### config.mk
export PLATFORM = sky130hd
export DESIGN_NAME = pch_handler
export DESIGN_NICKNAME = d
export VERILOG_FILES = /design/src/pch_pkg.sv /design/src/pch_param_if.sv /design/src/pch_param_store.sv /design/src/pch_handler.sv
export SDC_FILE = /design/constraint.sdc
export NUM_CORES = 1
export LEC_CHECK = 0
export ABC_AREA = 1
export BUFFER_PORTS_ARGS = -buffer_cell sky130_fd_sc_hd__buf_4
export CAP_MARGIN = 25
export CORE_ASPECT_RATIO = 0.8
export CORE_UTILIZATION = 51
export CTS_CLUSTER_SIZE = 28
export DETAILED_ROUTE_END_ITERATION = 6
export PLACE_DENSITY_LB_ADDON = 0.12
export SLEW_MARGIN = 0
export SYNTH_ARGS = -nofsm -noshare
export SYNTH_HDL_FRONTEND = slang
export SYNTH_HIERARCHICAL = 1
export SYNTH_SLANG_ARGS = --single-unit
### constraint.sdc
create_clock -name clk -period 10.84 [get_ports clk]
set_input_delay 2.168 -clock clk [delete_from_list [all_inputs] [get_ports clk]]
set_output_delay 2.168 -clock clk [all_outputs]
set_load 0.01 [all_outputs]
### src/pch_pkg.sv
// Shared constants and types of the position command handler
`default_nettype none
package pch_pkg;
    // ************************************************************
    // Object addressing and service codes
    // ************************************************************
    localparam logic [15:0] PCH_CLASS_CODE = 16'h0023;
    localparam logic [15:0] PCH_CLASS_INST = 16'h0000;
    localparam logic [7:0] SVC_RESET = 8'h05;
    localparam logic [7:0] SVC_GET = 8'h0e;
    localparam logic [7:0] SVC_SET = 8'h10;
    localparam logic [7:0] SVC_RESTORE = 8'h15;
    localparam logic [7:0] SVC_SAVE = 8'h16;
    localparam logic [7:0] SVC_DEV_RESET = 8'h4b;
    // ************************************************************
    // Attribute identifiers
    // ************************************************************
    localparam logic [7:0] ATTR_NONE = 8'h00;
    localparam logic [7:0] ATTR_CLASS_REV = 8'h01;
    localparam logic [7:0] ATTR_POS = 8'h0a;
    localparam logic [7:0] ATTR_TYPE = 8'h0b;
    localparam logic [7:0] ATTR_DIR = 8'h0c;
    localparam logic [7:0] ATTR_SCALE = 8'h0e;
    localparam logic [7:0] ATTR_CPT = 8'h10;
    localparam logic [7:0] ATTR_TMR = 8'h11;
    localparam logic [7:0] ATTR_PRESET = 8'h13;
    localparam logic [7:0] ATTR_VELFMT = 8'h19;
    localparam logic [7:0] ATTR_OFFSET = 8'h33;
    localparam logic [31:0] CLASS_REVISION = 32'h0000_0002;
    localparam logic [31:0] TYPE_SINGLE = 32'h0000_0001;
    localparam logic [31:0] TYPE_MULTI = 32'h0000_0002;
    // ************************************************************
    // Response status codes
    // ************************************************************
    localparam logic [7:0] STS_OK = 8'h00;
    localparam logic [7:0] STS_BAD_PATH = 8'h05;
    localparam logic [7:0] STS_BAD_SVC = 8'h08;
    localparam logic [7:0] STS_BAD_VALUE = 8'h09;
    localparam logic [7:0] STS_NOT_ENOUGH = 8'h13;
    localparam logic [7:0] STS_BAD_ATTR = 8'h14;
    localparam logic [7:0] STS_TOO_MUCH = 8'h15;
    // ************************************************************
    // Data lengths and ranges
    // ************************************************************
    localparam logic [2:0] LEN_NONE = 3'h0;
    localparam logic [2:0] LEN_BYTE = 3'h1;
    localparam logic [2:0] LEN_WORD = 3'h2;
    localparam logic [2:0] LEN_DWORD = 3'h4;
    localparam logic [31:0] RANGE_SINGLE = 32'h0001_0000;
    localparam logic [31:0] RANGE_MULTI = 32'h4000_0000;
    localparam logic [31:0] CPT_MIN = 32'h0000_0001;
    localparam logic [31:0] CPT_MAX = 32'h0001_0000;
    localparam logic [31:0] TMR_MIN = 32'h0000_0002;
    // ************************************************************
    // Parameter image, same layout in working and stored copies
    // ************************************************************
    typedef struct packed {
        logic dir;
        logic scale;
        logic [16:0] cpt;
        logic [30:0] tmr;
        logic [15:0] velfmt;
        logic [31:0] offset;
    } pch_image_t;
    localparam pch_image_t PCH_DEFAULT_IMG = '{dir: 1'b0, scale: 1'b0, cpt: 17'h1_0000,
        tmr: 31'h0, velfmt: 16'h1f04, offset: 32'h0};
    typedef enum logic [1:0] {OP_NONE, OP_SET, OP_DEFAULTS, OP_LOAD} pch_op_t;
    typedef enum logic [3:0] {
        S_BOOT = 4'h1,
        S_IDLE = 4'h2,
        S_EXEC = 4'h4,
        S_RESP = 4'h8
    } pch_state_t;
endpackage
`default_nettype wire

### src/pch_param_if.sv
// Link between the command decoder and the parameter store
`default_nettype none
interface pch_param_if;
    import pch_pkg::*;
    pch_op_t op;
    logic [7:0] attr;
    logic [31:0] wdata;
    pch_image_t load_img;
    pch_image_t img;
    modport ctrl (output op, output attr, output wdata, output load_img, input img);
    modport store (input op, input attr, input wdata, input load_img, output img);
endinterface
`default_nettype wire

### src/pch_param_store.sv
// Working parameter store of the position command handler
`default_nettype none
module pch_param_store
    import pch_pkg::*;
(
    input wire logic clk,
    input wire logic rst_b,
    pch_param_if.store pif
);
    pch_image_t img_ff;
    pch_image_t nxt_img;

    // ************************************************************
    // Update of the working copy
    // ************************************************************
    always_comb begin
        nxt_img = img_ff;
        case (pif.op)
            OP_SET: begin
                case (pif.attr)
                    ATTR_DIR: nxt_img.dir = pif.wdata[0];
                    ATTR_SCALE: nxt_img.scale = pif.wdata[0];
                    ATTR_CPT: nxt_img.cpt = pif.wdata[16:0];
                    ATTR_TMR: nxt_img.tmr = pif.wdata[30:0];
                    ATTR_VELFMT: nxt_img.velfmt = pif.wdata[15:0];
                    ATTR_PRESET: nxt_img.offset = pif.wdata; // [RQ1] [RQ17]
                    default: nxt_img = img_ff;
                endcase
            end
            // Network settings live elsewhere and are untouched here
            OP_DEFAULTS: nxt_img = PCH_DEFAULT_IMG; // [RQ7] [RQ8] [RQ10]
            OP_LOAD: nxt_img = pif.load_img; // [RQ6] [RQ9] [RQ13]
            default: nxt_img = img_ff;
        endcase
    end

    always_ff @(posedge clk) begin
        if (!rst_b) begin
            img_ff <= PCH_DEFAULT_IMG;
        end else begin
            img_ff <= nxt_img;
        end
    end

    assign pif.img = img_ff;

    AST_DEFAULTS_LOAD: assert property (@(posedge clk) disable iff (!rst_b) // [RQ7]
        (pif.op == OP_DEFAULTS) |=> (img_ff == PCH_DEFAULT_IMG))
        else $error("Factory defaults were not applied");
endmodule
`default_nettype wire

### src/pch_handler.sv
// Explicit message handler of the position sensor object
// Operation
// RQ1 - A preset changes only the working offset, not stored copy.
// RQ2 - Controller sends four preset bytes, least significant first.
// RQ3 - Preset from zero to full scale makes position equal it.
// RQ4 - Preset range follows variant, scaling enable and total range.
// RQ5 - Save carries no data and stores parameters and offset.
// RQ6 - Restore carries no data and reloads last stored parameters.
// RQ7 - Factory default needs no data, attribute zero; loads defaults.
// RQ8 - Factory default keeps network address, mask and gateway.
// RQ9 - Device reset needs no data, attribute zero; resets and reloads.
// RQ10 - Service 16#05 only at class level, restores factory defaults.
// RQ11 - Service 16#0E at class and instance level, reads attribute.
// RQ12 - Service 16#10 only at instance level, writes attribute.
// RQ13 - Service 16#15 only at class level, reloads stored parameters.
// RQ14 - Service 16#16 only at class level, stores parameters and offset.
// RQ15 - Controller addresses instance zero for class-level services.
// RQ16 - Class attribute 1 alone exists and always reads revision 2.
// RQ17 - Preset attribute write computes offset, kept only after save.
// RQ18 - Controller uses class code 16#23 for sensor instances.
// RQ19 - Unimplemented service at addressed level answers error, no change.
`default_nettype none
module pch_handler
    import pch_pkg::*;
(
    input wire logic clk,
    input wire logic rst_b,
    input wire logic multi_turn_pin,
    input wire logic [31:0] sensor_pos,
    input wire logic cmd_valid,
    input wire logic [7:0] cmd_service,
    input wire logic [15:0] cmd_class,
    input wire logic [15:0] cmd_instance,
    input wire logic [7:0] cmd_attr,
    input wire logic [2:0] cmd_len,
    input wire logic [31:0] cmd_data,
    output logic cmd_ready,
    output logic rsp_valid,
    output logic [7:0] rsp_status,
    output logic [31:0] rsp_data,
    output logic [31:0] position,
    input wire pch_image_t nv_rd_data,
    output logic nv_wr_en,
    output pch_image_t nv_wr_data,
    output logic dev_reset_req
);
    pch_param_if pif();

    pch_param_store u_store (
        .clk(clk),
        .rst_b(rst_b),
        .pif(pif)
    );

    pch_state_t state_ff, nxt_state;
    logic mt_s1_ff, mt_s2_ff;
    logic [7:0] svc_ff, nxt_svc, attr_ff, nxt_attr;
    logic [15:0] class_ff, nxt_class, inst_ff, nxt_inst;
    logic [2:0] len_ff, nxt_len;
    logic [31:0] data_ff, nxt_data;
    logic ready_ff, nxt_ready, rsp_valid_ff, nxt_rsp_valid;
    logic [7:0] rsp_status_ff, nxt_rsp_status;
    logic [31:0] rsp_data_ff, nxt_rsp_data, position_ff, nxt_position;
    logic nv_wr_en_ff, nxt_nv_wr_en, dev_reset_ff, nxt_dev_reset;
    pch_image_t nv_wr_data_ff, nxt_nv_wr_data;
    logic [31:0] limit, eraw, pos_sum, preset_offset, native_range, tmr_ext, cpt_ext;
    logic [7:0] sts;
    logic [31:0] rdata;
    logic [2:0] need_len;
    logic is_class, save_hit, devrst_hit;
    pch_op_t op;

    // ************************************************************
    // Variant strap synchroniser
    // ************************************************************
    always_ff @(posedge clk) begin
        if (!rst_b) begin
            mt_s1_ff <= 1'b0;
            mt_s2_ff <= 1'b0;
        end else begin
            mt_s1_ff <= multi_turn_pin;
            mt_s2_ff <= mt_s1_ff;
        end
    end

    // ************************************************************
    // Range, offset and position arithmetic
    // ************************************************************
    // Sensor reading is assumed already reduced below the active range
    always_comb begin
        tmr_ext = {1'b0, pif.img.tmr};
        cpt_ext = {15'h0, pif.img.cpt};
        native_range = mt_s2_ff ? RANGE_MULTI : RANGE_SINGLE;
        if (tmr_ext != 32'h0) begin
            limit = tmr_ext; // [RQ4]
        end else if (pif.img.scale) begin
            limit = cpt_ext; // [RQ4]
        end else begin
            limit = native_range; // [RQ4]
        end
        if (pif.img.dir && sensor_pos != 32'h0) begin
            eraw = limit - sensor_pos;
        end else begin
            eraw = sensor_pos;
        end
        if (data_ff >= eraw) begin
            preset_offset = data_ff - eraw; // [RQ3] [RQ17]
        end else begin
            preset_offset = data_ff + (limit - eraw); // [RQ3] [RQ17]
        end
        pos_sum = eraw + pif.img.offset;
        if (pos_sum >= limit) begin
            nxt_position = pos_sum - limit;
        end else begin
            nxt_position = pos_sum;
        end
    end

    // ************************************************************
    // Service decode
    // ************************************************************
    always_comb begin
        sts = STS_OK;
        rdata = 32'h0;
        op = OP_NONE;
        save_hit = 1'b0;
        devrst_hit = 1'b0;
        need_len = LEN_NONE;
        is_class = (inst_ff == PCH_CLASS_INST); // [RQ15]
        case (attr_ff)
            ATTR_DIR: need_len = LEN_BYTE;
            ATTR_SCALE: need_len = LEN_BYTE;
            ATTR_VELFMT: need_len = LEN_WORD;
            default: need_len = LEN_DWORD; // [RQ2]
        endcase
        if (class_ff != PCH_CLASS_CODE) begin
            sts = STS_BAD_PATH; // [RQ18]
        end else begin
            case (svc_ff)
                SVC_RESET, SVC_RESTORE, SVC_SAVE, SVC_DEV_RESET: begin
                    if (!is_class) begin
                        sts = STS_BAD_SVC; // [RQ10] [RQ13] [RQ14] [RQ19]
                    end else if (len_ff != LEN_NONE) begin
                        sts = STS_TOO_MUCH; // [RQ5] [RQ6] [RQ7] [RQ9]
                    end else if ((svc_ff == SVC_RESET || svc_ff == SVC_DEV_RESET)
                            && attr_ff != ATTR_NONE) begin
                        sts = STS_BAD_ATTR; // [RQ7] [RQ9]
                    end else if (svc_ff == SVC_RESET) begin
                        op = OP_DEFAULTS; // [RQ10]
                    end else if (svc_ff == SVC_RESTORE) begin
                        op = OP_LOAD; // [RQ13]
                    end else if (svc_ff == SVC_SAVE) begin
                        save_hit = 1'b1; // [RQ14]
                    end else begin
                        op = OP_LOAD; // [RQ9]
                        devrst_hit = 1'b1; // [RQ9]
                    end
                end
                SVC_GET: begin
                    if (len_ff != LEN_NONE) begin
                        sts = STS_TOO_MUCH;
                    end else if (is_class) begin
                        if (attr_ff == ATTR_CLASS_REV) begin
                            rdata = CLASS_REVISION; // [RQ16]
                        end else begin
                            sts = STS_BAD_ATTR; // [RQ16]
                        end
                    end else begin
                        case (attr_ff) // [RQ11]
                            ATTR_POS: rdata = position_ff;
                            ATTR_TYPE: rdata = mt_s2_ff ? TYPE_MULTI : TYPE_SINGLE;
                            ATTR_DIR: rdata = {31'h0, pif.img.dir};
                            ATTR_SCALE: rdata = {31'h0, pif.img.scale};
                            ATTR_CPT: rdata = cpt_ext;
                            ATTR_TMR: rdata = tmr_ext;
                            ATTR_VELFMT: rdata = {16'h0, pif.img.velfmt};
                            ATTR_OFFSET: rdata = pif.img.offset;
                            default: sts = STS_BAD_ATTR;
                        endcase
                    end
                end
                SVC_SET: begin
                    if (is_class) begin
                        sts = STS_BAD_SVC; // [RQ12] [RQ19]
                    end else if (!(attr_ff == ATTR_DIR || attr_ff == ATTR_SCALE
                            || attr_ff == ATTR_CPT || attr_ff == ATTR_TMR
                            || attr_ff == ATTR_PRESET || attr_ff == ATTR_VELFMT)) begin
                        sts = STS_BAD_ATTR;
                    end else if (len_ff < need_len) begin
                        sts = STS_NOT_ENOUGH; // [RQ2]
                    end else if (len_ff > need_len) begin
                        sts = STS_TOO_MUCH; // [RQ2]
                    end else if (attr_ff == ATTR_PRESET && data_ff >= limit) begin
                        sts = STS_BAD_VALUE; // [RQ3] [RQ4]
                    end else if (attr_ff == ATTR_CPT
                            && (data_ff < CPT_MIN || data_ff > CPT_MAX)) begin
                        sts = STS_BAD_VALUE;
                    end else if (attr_ff == ATTR_TMR && (data_ff > native_range
                            || (data_ff != 32'h0 && data_ff < TMR_MIN))) begin
                        sts = STS_BAD_VALUE;
                    end else begin
                        op = OP_SET; // [RQ12]
                    end
                end
                default: sts = STS_BAD_SVC; // [RQ19]
            endcase
        end
    end

    assign pif.op = (state_ff == S_BOOT) ? OP_LOAD : ((state_ff == S_EXEC) ? op : OP_NONE);
    assign pif.attr = attr_ff;
    assign pif.wdata = (attr_ff == ATTR_PRESET) ? preset_offset : data_ff; // [RQ1]
    assign pif.load_img = nv_rd_data;

    // ************************************************************
    // Command sequencing
    // ************************************************************
    always_comb begin
        nxt_state = state_ff;
        nxt_svc = svc_ff;
        nxt_attr = attr_ff;
        nxt_class = class_ff;
        nxt_inst = inst_ff;
        nxt_len = len_ff;
        nxt_data = data_ff;
        nxt_rsp_valid = 1'b0;
        nxt_rsp_status = rsp_status_ff;
        nxt_rsp_data = rsp_data_ff;
        nxt_nv_wr_en = 1'b0;
        nxt_nv_wr_data = nv_wr_data_ff;
        nxt_dev_reset = 1'b0;
        case (state_ff)
            S_BOOT: nxt_state = S_IDLE;
            S_IDLE: begin
                if (cmd_valid && ready_ff) begin
                    nxt_svc = cmd_service;
                    nxt_attr = cmd_attr;
                    nxt_class = cmd_class;
                    nxt_inst = cmd_instance;
                    nxt_len = cmd_len;
                    nxt_data = cmd_data; // [RQ2]
                    nxt_state = S_EXEC;
                end
            end
            S_EXEC: begin
                nxt_rsp_valid = 1'b1;
                nxt_rsp_status = sts;
                nxt_rsp_data = rdata;
                if (save_hit) begin
                    nxt_nv_wr_en = 1'b1; // [RQ5] [RQ14]
                    nxt_nv_wr_data = pif.img; // [RQ5] [RQ14]
                end
                nxt_dev_reset = devrst_hit; // [RQ9]
                nxt_state = S_RESP;
            end
            S_RESP: nxt_state = S_IDLE;
            default: nxt_state = S_IDLE;
        endcase
        nxt_ready = (nxt_state == S_IDLE);
    end

    always_ff @(posedge clk) begin
        if (!rst_b) begin
            state_ff <= S_BOOT;
            svc_ff <= 8'h0;
            attr_ff <= 8'h0;
            class_ff <= 16'h0;
            inst_ff <= 16'h0;
            len_ff <= 3'h0;
            data_ff <= 32'h0;
            ready_ff <= 1'b0;
            rsp_valid_ff <= 1'b0;
            rsp_status_ff <= STS_OK;
            rsp_data_ff <= 32'h0;
            position_ff <= 32'h0;
            nv_wr_en_ff <= 1'b0;
            nv_wr_data_ff <= PCH_DEFAULT_IMG;
            dev_reset_ff <= 1'b0;
        end else begin
            state_ff <= nxt_state;
            svc_ff <= nxt_svc;
            attr_ff <= nxt_attr;
            class_ff <= nxt_class;
            inst_ff <= nxt_inst;
            len_ff <= nxt_len;
            data_ff <= nxt_data;
            ready_ff <= nxt_ready;
            rsp_valid_ff <= nxt_rsp_valid;
            rsp_status_ff <= nxt_rsp_status;
            rsp_data_ff <= nxt_rsp_data;
            position_ff <= nxt_position;
            nv_wr_en_ff <= nxt_nv_wr_en;
            nv_wr_data_ff <= nxt_nv_wr_data;
            dev_reset_ff <= nxt_dev_reset;
        end
    end

    assign cmd_ready = ready_ff;
    assign rsp_valid = rsp_valid_ff;
    assign rsp_status = rsp_status_ff;
    assign rsp_data = rsp_data_ff;
    assign position = position_ff;
    assign nv_wr_en = nv_wr_en_ff;
    assign nv_wr_data = nv_wr_data_ff;
    assign dev_reset_req = dev_reset_ff;

    // ************************************************************
    // Checks
    // ************************************************************
    AST_PRESET_POS: assert property (@(posedge clk) disable iff (!rst_b) // [RQ3]
        (state_ff == S_EXEC && op == OP_SET && attr_ff == ATTR_PRESET)
        ##1 $stable(sensor_pos) |-> ##1 (position_ff == $past(data_ff, 2)))
        else $error("Position differs from applied preset");
    AST_PRESET_VOLATILE: assert property (@(posedge clk) disable iff (!rst_b) // [RQ1]
        (state_ff == S_EXEC && op == OP_SET) |=> !nv_wr_en_ff [*2])
        else $error("Preset reached stored copy without save");
    AST_PRESET_RANGE: assert property (@(posedge clk) disable iff (!rst_b) // [RQ4]
        (state_ff == S_EXEC && svc_ff == SVC_SET && attr_ff == ATTR_PRESET
        && class_ff == PCH_CLASS_CODE && !is_class && len_ff == LEN_DWORD
        && data_ff >= limit) |=> (rsp_valid_ff && rsp_status_ff == STS_BAD_VALUE))
        else $error("Out of range preset accepted");
    AST_SAVE_IMAGE: assert property (@(posedge clk) disable iff (!rst_b) // [RQ14]
        (state_ff == S_EXEC && save_hit) |=> (nv_wr_en_ff && rsp_status_ff == STS_OK
        && nv_wr_data_ff == $past(pif.img)))
        else $error("Save did not store working parameters");
    AST_CLASS_ONLY: assert property (@(posedge clk) disable iff (!rst_b) // [RQ10]
        (state_ff == S_EXEC && class_ff == PCH_CLASS_CODE && !is_class
        && (svc_ff == SVC_RESET || svc_ff == SVC_RESTORE || svc_ff == SVC_SAVE))
        |=> (rsp_status_ff == STS_BAD_SVC && !nv_wr_en_ff))
        else $error("Class level service accepted at instance");
    AST_SET_INSTANCE: assert property (@(posedge clk) disable iff (!rst_b) // [RQ12]
        (state_ff == S_EXEC && svc_ff == SVC_SET && class_ff == PCH_CLASS_CODE
        && is_class) |=> (rsp_status_ff == STS_BAD_SVC))
        else $error("Set service accepted at class level");
    AST_CLASS_REV: assert property (@(posedge clk) disable iff (!rst_b) // [RQ16]
        (state_ff == S_EXEC && svc_ff == SVC_GET && class_ff == PCH_CLASS_CODE
        && is_class && attr_ff == ATTR_CLASS_REV && len_ff == LEN_NONE)
        |=> (rsp_data_ff == CLASS_REVISION && rsp_status_ff == STS_OK))
        else $error("Class revision read wrong");
    AST_REJECT_HOLD: assert property (@(posedge clk) disable iff (!rst_b) // [RQ19]
        (state_ff == S_EXEC && sts != STS_OK) |=> ($stable(pif.img) && !nv_wr_en_ff)
        ##1 $stable(pif.img))
        else $error("Rejected service changed parameters");
    AST_DEV_RESET: assert property (@(posedge clk) disable iff (!rst_b) // [RQ9]
        (state_ff == S_EXEC && devrst_hit) |=> (dev_reset_ff && pif.img == $past(nv_rd_data))
        ##1 !dev_reset_ff)
        else $error("Device reset did not pulse and reload");
endmodule
`default_nettype wire

* After elaboration in Yosys (flattened, before gate mapping)
Index checks and enable logic that the tools add are counted.
** Storage, ports and cells
- Bits of input ports :: 217
- Output and inout bits :: 174
- Logic and storage cells :: 180
- Register bits :: 361
** Cells by class
- Magnitude comparators :: 9
- $add $sub $neg :: 6
- Multiplexer cells :: 68
- Bitwise operators :: 4
- Equal/unequal tests :: 30
- Reduce and logical (&&, ||, !) cells :: 35
** Operators with widths (count)
- one-hot mux 98 bit (3 select lines) :: 1
- two-way mux 32 bit :: 9
- one-hot mux 32 bit (8 select lines) :: 1
- subtractor 32 bit :: 4
- two-way mux 31 bit :: 4
- greater-or-equal comparator 32 bit :: 3
- adder 32 bit :: 2
- nonzero test 32 bit :: 2
- == test 8 x 5 -> 1 bit (second input constant) :: 7
- two-way mux 5 bit :: 9
- == test 8 x 4 -> 1 bit (second input constant) :: 5
- > comparator 32 x 17 -> 1 bit (second input constant) :: 1
- > comparator 32 x 31 -> 1 bit :: 1
- < comparator 32 x 1 -> 1 bit (second input constant) :: 1
- < comparator 32 x 2 -> 1 bit (second input constant) :: 1
- nonzero test 31 bit :: 1
- two-way mux 8 bit :: 3
- one-hot mux 8 bit (3 select lines) :: 1
- two-way mux 2 bit :: 11
- two-way mux 1 bit :: 20
- AND reduction 2 bit :: 9
- two-way mux 17 bit :: 1
- logical NOT 16 bit :: 1
- two-way mux 16 bit :: 1
- 26 further kinds :: 53

* Logic depth before layout (Yosys ltp)
- Depth after elaboration :: 18
- Mapped depth :: 48
- Depth with buffers taken out :: 46

* Modules after synthesis
The synthesis kept the hierarchy.
** By module, submodules not included
- pch_handler :: instances 1, seq. area each 5205.0 um^2, area each 22706.8 um^2, cells each 3539
- pch_param_store :: instances 1, seq. area each 1961.9 um^2, area each 5407.7 um^2, cells each 908

* Worst setup path after synthesis
OpenSTA, ideal clock, no wires.
- Path type :: input -> register
- Start point :: input port sensor_pos[0]
- End point :: register position_ff[16], in the netlist position[16]
- Setup slack :: 3.620 ns
- Data arrival time :: 7.160 ns
- Stages :: 38
- Required time :: 10.781 ns
- Buffers on the path :: 1
- Setup time :: 0.059 ns
- Cell sequence :: ha_1 -> fa_1 -> inv_1 -> nand3_1 -> nand2_1 -> nand2_1 -> nand3_1 -> nand2_1 -> o21ai_1 -> a21oi_1 -> or2_2 -> nand3_1 -> o21ai_0 -> inv_1 -> ha_1 -> a21oi_1 -> o21a_1 -> o21ai_0 -> [... 2 more ...] -> nand2_1 -> nand2_1 -> xor2_1 -> ha_1 -> a21oi_1 -> o21ai_0 -> nand2_1 -> nand2_1 -> a21oi_1 -> nand3_1 -> nand2_1 -> nand2_1 -> a21oi_2 -> nand3_4 -> nor2_8 -> buf_6 -> nand2_1 -> nand2_1
** Between the ends
- Cells in the longest elaborated chain, start to end :: 6
- Elaborated cells between the ends (all ways) :: 8
- Classes of those cells :: 3 x add/sub; 1 x order compare; 2 x mux; 2 x reduce/logical
** Ends and longest elaborated chain
- start, declared :: RTL line pch_handler.sv:29 : input wire logic [31:0] sensor_pos,
- branches (longest 2 deep; another with subtractor 32 bit)
- two-way mux 32 bit * :: RTL line pch_handler.sv:101 : if (pif.img.dir && sensor_pos != 32'h0) begin
- adder 32 bit * :: RTL line pch_handler.sv:111 : pos_sum = eraw + pif.img.offset;
- subtractor 32 bit or greater-or-equal comparator 32 bit (tied branches) :: RTL line pch_handler.sv:113, pch_handler.sv:112
- two-way mux 32 bit * :: RTL line pch_handler.sv:112 : if (pos_sum >= limit) begin
- end signal, assigned :: RTL line pch_handler.sv:291 : position_ff <= nxt_position;
- end, declared :: RTL line pch_handler.sv:63 : logic [31:0] rsp_data_ff, nxt_rsp_data, position_ff, nxt_position;
Every way passes the cells marked *.
A chain may end at the register's enable or synchronous reset.

* Worst setup path after layout
- Start point :: register u_store.img_ff, in the netlist u_store/pif.img[68]
- End point :: register position_ff[20], in the netlist position[20]
** Between the ends
- Cells in the longest elaborated chain, start to end :: 7
- Elaborated cells between the ends (all ways) :: 8
- Classes of those cells :: 3 x add/sub; 1 x order compare; 3 x mux; 1 x reduce/logical
** Ends and longest elaborated chain
- start, declared :: RTL line pch_param_store.sv:10 : pch_image_t img_ff;
- start signal, assigned :: RTL line pch_param_store.sv:41 : img_ff <= nxt_img;
- nonzero test 31 bit :: RTL line pch_handler.sv:94 : if (tmr_ext != 32'h0) begin
- two-way mux 31 bit * :: RTL line pch_handler.sv:94
- subtractor 32 bit :: RTL line pch_handler.sv:102 : eraw = limit - sensor_pos;
- two-way mux 32 bit :: RTL line pch_handler.sv:101
- adder 32 bit :: RTL line pch_handler.sv:111
- subtractor 32 bit or greater-or-equal comparator 32 bit (tied branches) :: RTL line pch_handler.sv:113, pch_handler.sv:112
- two-way mux 32 bit * :: RTL line pch_handler.sv:112
Mark *: on every way between the ends. The rest lies on a longest branch, timed or not.

==> out/metrics.yaml <==
outcome: "finished, final reports clean"
core_region_area_um2: 54100
r2r.worst_path.cells: 46
synth-seq-cells: 358
synth_common_cells: "1128 x nand2_1, 587 x inv_1, 386 x nor2_1, 372 x a21oi_1, 358 x dfxtp_1"
power_mw: 4.55
cp_top_family: "simple AND/OR/NAND/NOR gates"
die_height_um: 212
critPathBufInv: 7
maxSlewViolCount: 0
syn2layout_area_growth_pct: 17.0
post_cts_buffers: 0
fin_skew_ns: 0.0564
synth_cell_type_count: 55
slowest_delay_ns: 0.76
finalSetupViolations: 0
drt-initial-drc-count: 4555
vdd_ir_drop_max_uv: 128
period_minus_slack_ns: 8.87
routed_via_density: 5.93
die_x_um: 265
power_frac_comb_pct: 35.6
end_kind: "flop"
clkTransAtPathRegs_ns: 0.07
multi_input_area_um2: 17900
max_freq_ghz: 0.113
dp_hpwl_um: 95000
rows: 76
synthArstFlopShare_pct: 0
cts.htree.levels: 2
worst-setup-path-type: "flop to flop"
rsz0062_at_grt: "no"
path_max_fanout: 28
syn_area_per_cell_um2: 6.32
yosysWarnings: 6
cp.required_ns: 11.34
holdPathStages: 2
cts-hold-fix-buffers: 0
start_kind: "flop"
p_per_area_nw_per_um2: 138
netlist_area_um2: 28100
seqPwrFrac_pct: 33.3
nFillCells: 5424
slew_headroom_pct: 29.4
first_pass_iters: 6
final-hold-violation-count: 0
grt_pass1_vias: 28800
initial_core_util_pct: 52.0
cts-buffers-inserted: 39
ant_nets: 0
route.detailed.drc: 0
cts_repair_resize_count: 0
root_buffer: "clkbuf_16"
die_area_um2: 56100
synth.top_cells.by_area: "dfxtp_1 25%, nand2_1 15%, ha_1 8.7%, inv_1 7.8%, a21oi_1 6.6%"
antenna_found_initial: 1
cts_tree: "yes"
nets: 5190
yosys.area.top_type: "dfxtp_1"
clockBufferDepth: 3
gr-usage-all-layers_pct: 42.3
synth_edf_count: 0
insertion_delay_ns: 0.61
p_leak_nw: 16.0
hold_path.class: "flop to flop"
seq_area_um2: 7170
finalWorstSetupSlack_ns: 1.97
post-route-period-util_pct: 81.9
swShare_pct: 38.7
p_int_mw: 2.79
ioPinCount: 391
grt_max_degree: 78
cp_common_cell: "nand2_1"
num_vias: 32500
fin_setup_tns_ns: 0
post-synth-top-count-cell: "nand2_1"
synth-main-ff-cell: "dfxtp_1"
crit_slowest_cell: "nor4_1"
path_depth: 46
io_buffers: 387
clkSinkCount: 358
dpl_worst_slack_ns: 2.09
power_frac_clock_pct: 31.1
drv_cap: 0
wl_um: 122000
wire_per_inst_um: 22.3
gp_congestion: 1.13
drive_above_1_share_pct: 12.0
synth_top_area_share_pct: 25.5
cp.arrival_ns: 9.37
grt_pass1_wl_um: 179000
switchingPower_mw: 1.76
netlist_instances: 4447
tightest_slew_ns: 1.06
ys_seq_area_share_pct: 25.5
grt_overflow: 0
flip-flops by register name (all words and copies together) (netlist names), 3 cells and up:
| register | flops |
|---|---|
| nv_wr_data | 98 |
| u_store/pif.img | 98 |
| data_ff | 32 |
| position | 32 |
| rsp_data | 32 |
| class_ff | 16 |
| inst_ff | 16 |
| attr_ff | 8 |
| svc_ff | 8 |
| rsp_status | 5 |
| state_ff | 4 |
| len_ff | 3 |
cell type report:
| type | instances | share of cell area, % |
|---|---|---|
| timing repair buffer | 451 | 10.3 |
| clock inverter | 16 | 0.575 |
| tap | 702 | 2.67 |
| antenna | 1 | 0.00761 |
| inverter | 596 | 6.82 |
| sequential | 358 | 21.8 |
| multi-input combinational | 3297 | 54.4 |
| clock buffer | 55 | 3.39 |
metrics by stage:
step                std cells  utilization (%)  cell area, um2  hold slack, ns
detailed placement       5403             58.4           31600           0.445
global placement         5403             58.4           31600           0.434
global route             5476             60.8           32900           0.475
finish                   5476             60.8           32900           0.461
floorplan                4449                -           28100           0.390
CTS                      5474             60.8           32900           0.464
cells by family (layout without fill, tap and decap cells):
| logic type | count (synthesis) | after routing | synth area share, % |
|---|---|---|---|
| AND/OR/NAND/NOR | 2063 | 2063 | 31.3 |
| adder cells (fa/ha/maj) | 230 | 230 | 11.2 |
| XOR/XNOR | 104 | 104 | 3.24 |
| flip-flops | 358 | 358 | 25.5 |
| AO/OA/AOI/OAI | 897 | 897 | 17.7 |
| other | 1 | 4 | 0.0133 |
| buffers and inverters | 794 | 1118 | 11.0 |
layer usage:
layer  share of wire (%)  GRT usage [%]  wire length (um)  up-vias
met5                   0              0                 0        -
met4                 5.3           20.1              6430        0
met3                  12           9.28             14900      311
met2                  40           62.1             49400     1993
met1                  42           58.6             51300    14900
li1                    -              -                 -    15300
path summary, 6_finish.rpt:
| kind | start | end | slack [ns] |
|---|---|---|---|
| setup / recovery | u_store/pif.img[68] | position[20] | 1.97 |
| hold / removal | nv_wr_data[7] | nv_wr_data[7] | 0.46 |
| setup reg to reg | u_store/pif.img[68] | position[20] | 1.97 |
| hold reg to reg | nv_wr_data[7] | nv_wr_data[7] | 0.46 |
layout by cell type (no fill, tap or decap), drive strengths merged, types with 12 or more instances in the layout:
master	synthesis	routed
ha	195	195
o211ai	27	27
buf	66	451
a32o	12	12
nand2	1133	1133
nor2	392	392
nand3	290	290
o21bai	15	15
nor3	42	42
inv	593	595
o22ai	27	27
a211oi	12	12
a21o	22	22
o21ai	318	318
xor2	68	68
nand4	160	160
a21oi	374	374
clkbuf	132	55
xnor2	36	36
dfxtp	358	358
a31oi	45	45
a21boi	13	13
or2	14	14
fa	35	35
nor4	19	19
power groups by stage:
| stage | registers [mW] | logic (mW) | clock network, mW |
|---|---|---|---|
| 6_report | 1.52 | 1.62 | 1.42 |
| 4_1_cts | 1.51 | 1.57 | 1.42 |
| 5_1_grt | 1.52 | 1.77 | 1.47 |
| 2_1_floorplan | 1.50 | 1.04 | 0 |
| 3_3_place_gp | 1.54 | 1.56 | 0 |
| 3_5_place_dp | 1.53 | 1.56 | 0 |
worst reg2reg max path: cells and delay by family (launching register included):
kind            cells  cell delay [ns]
simple gates       25             3.92
compound gates     10             2.11
buf+inv             7             1.16
fa+ha+maj           3             0.92
flops               1             0.42
xor+xnor            1             0.23
(Power assumes the default switching activity.)
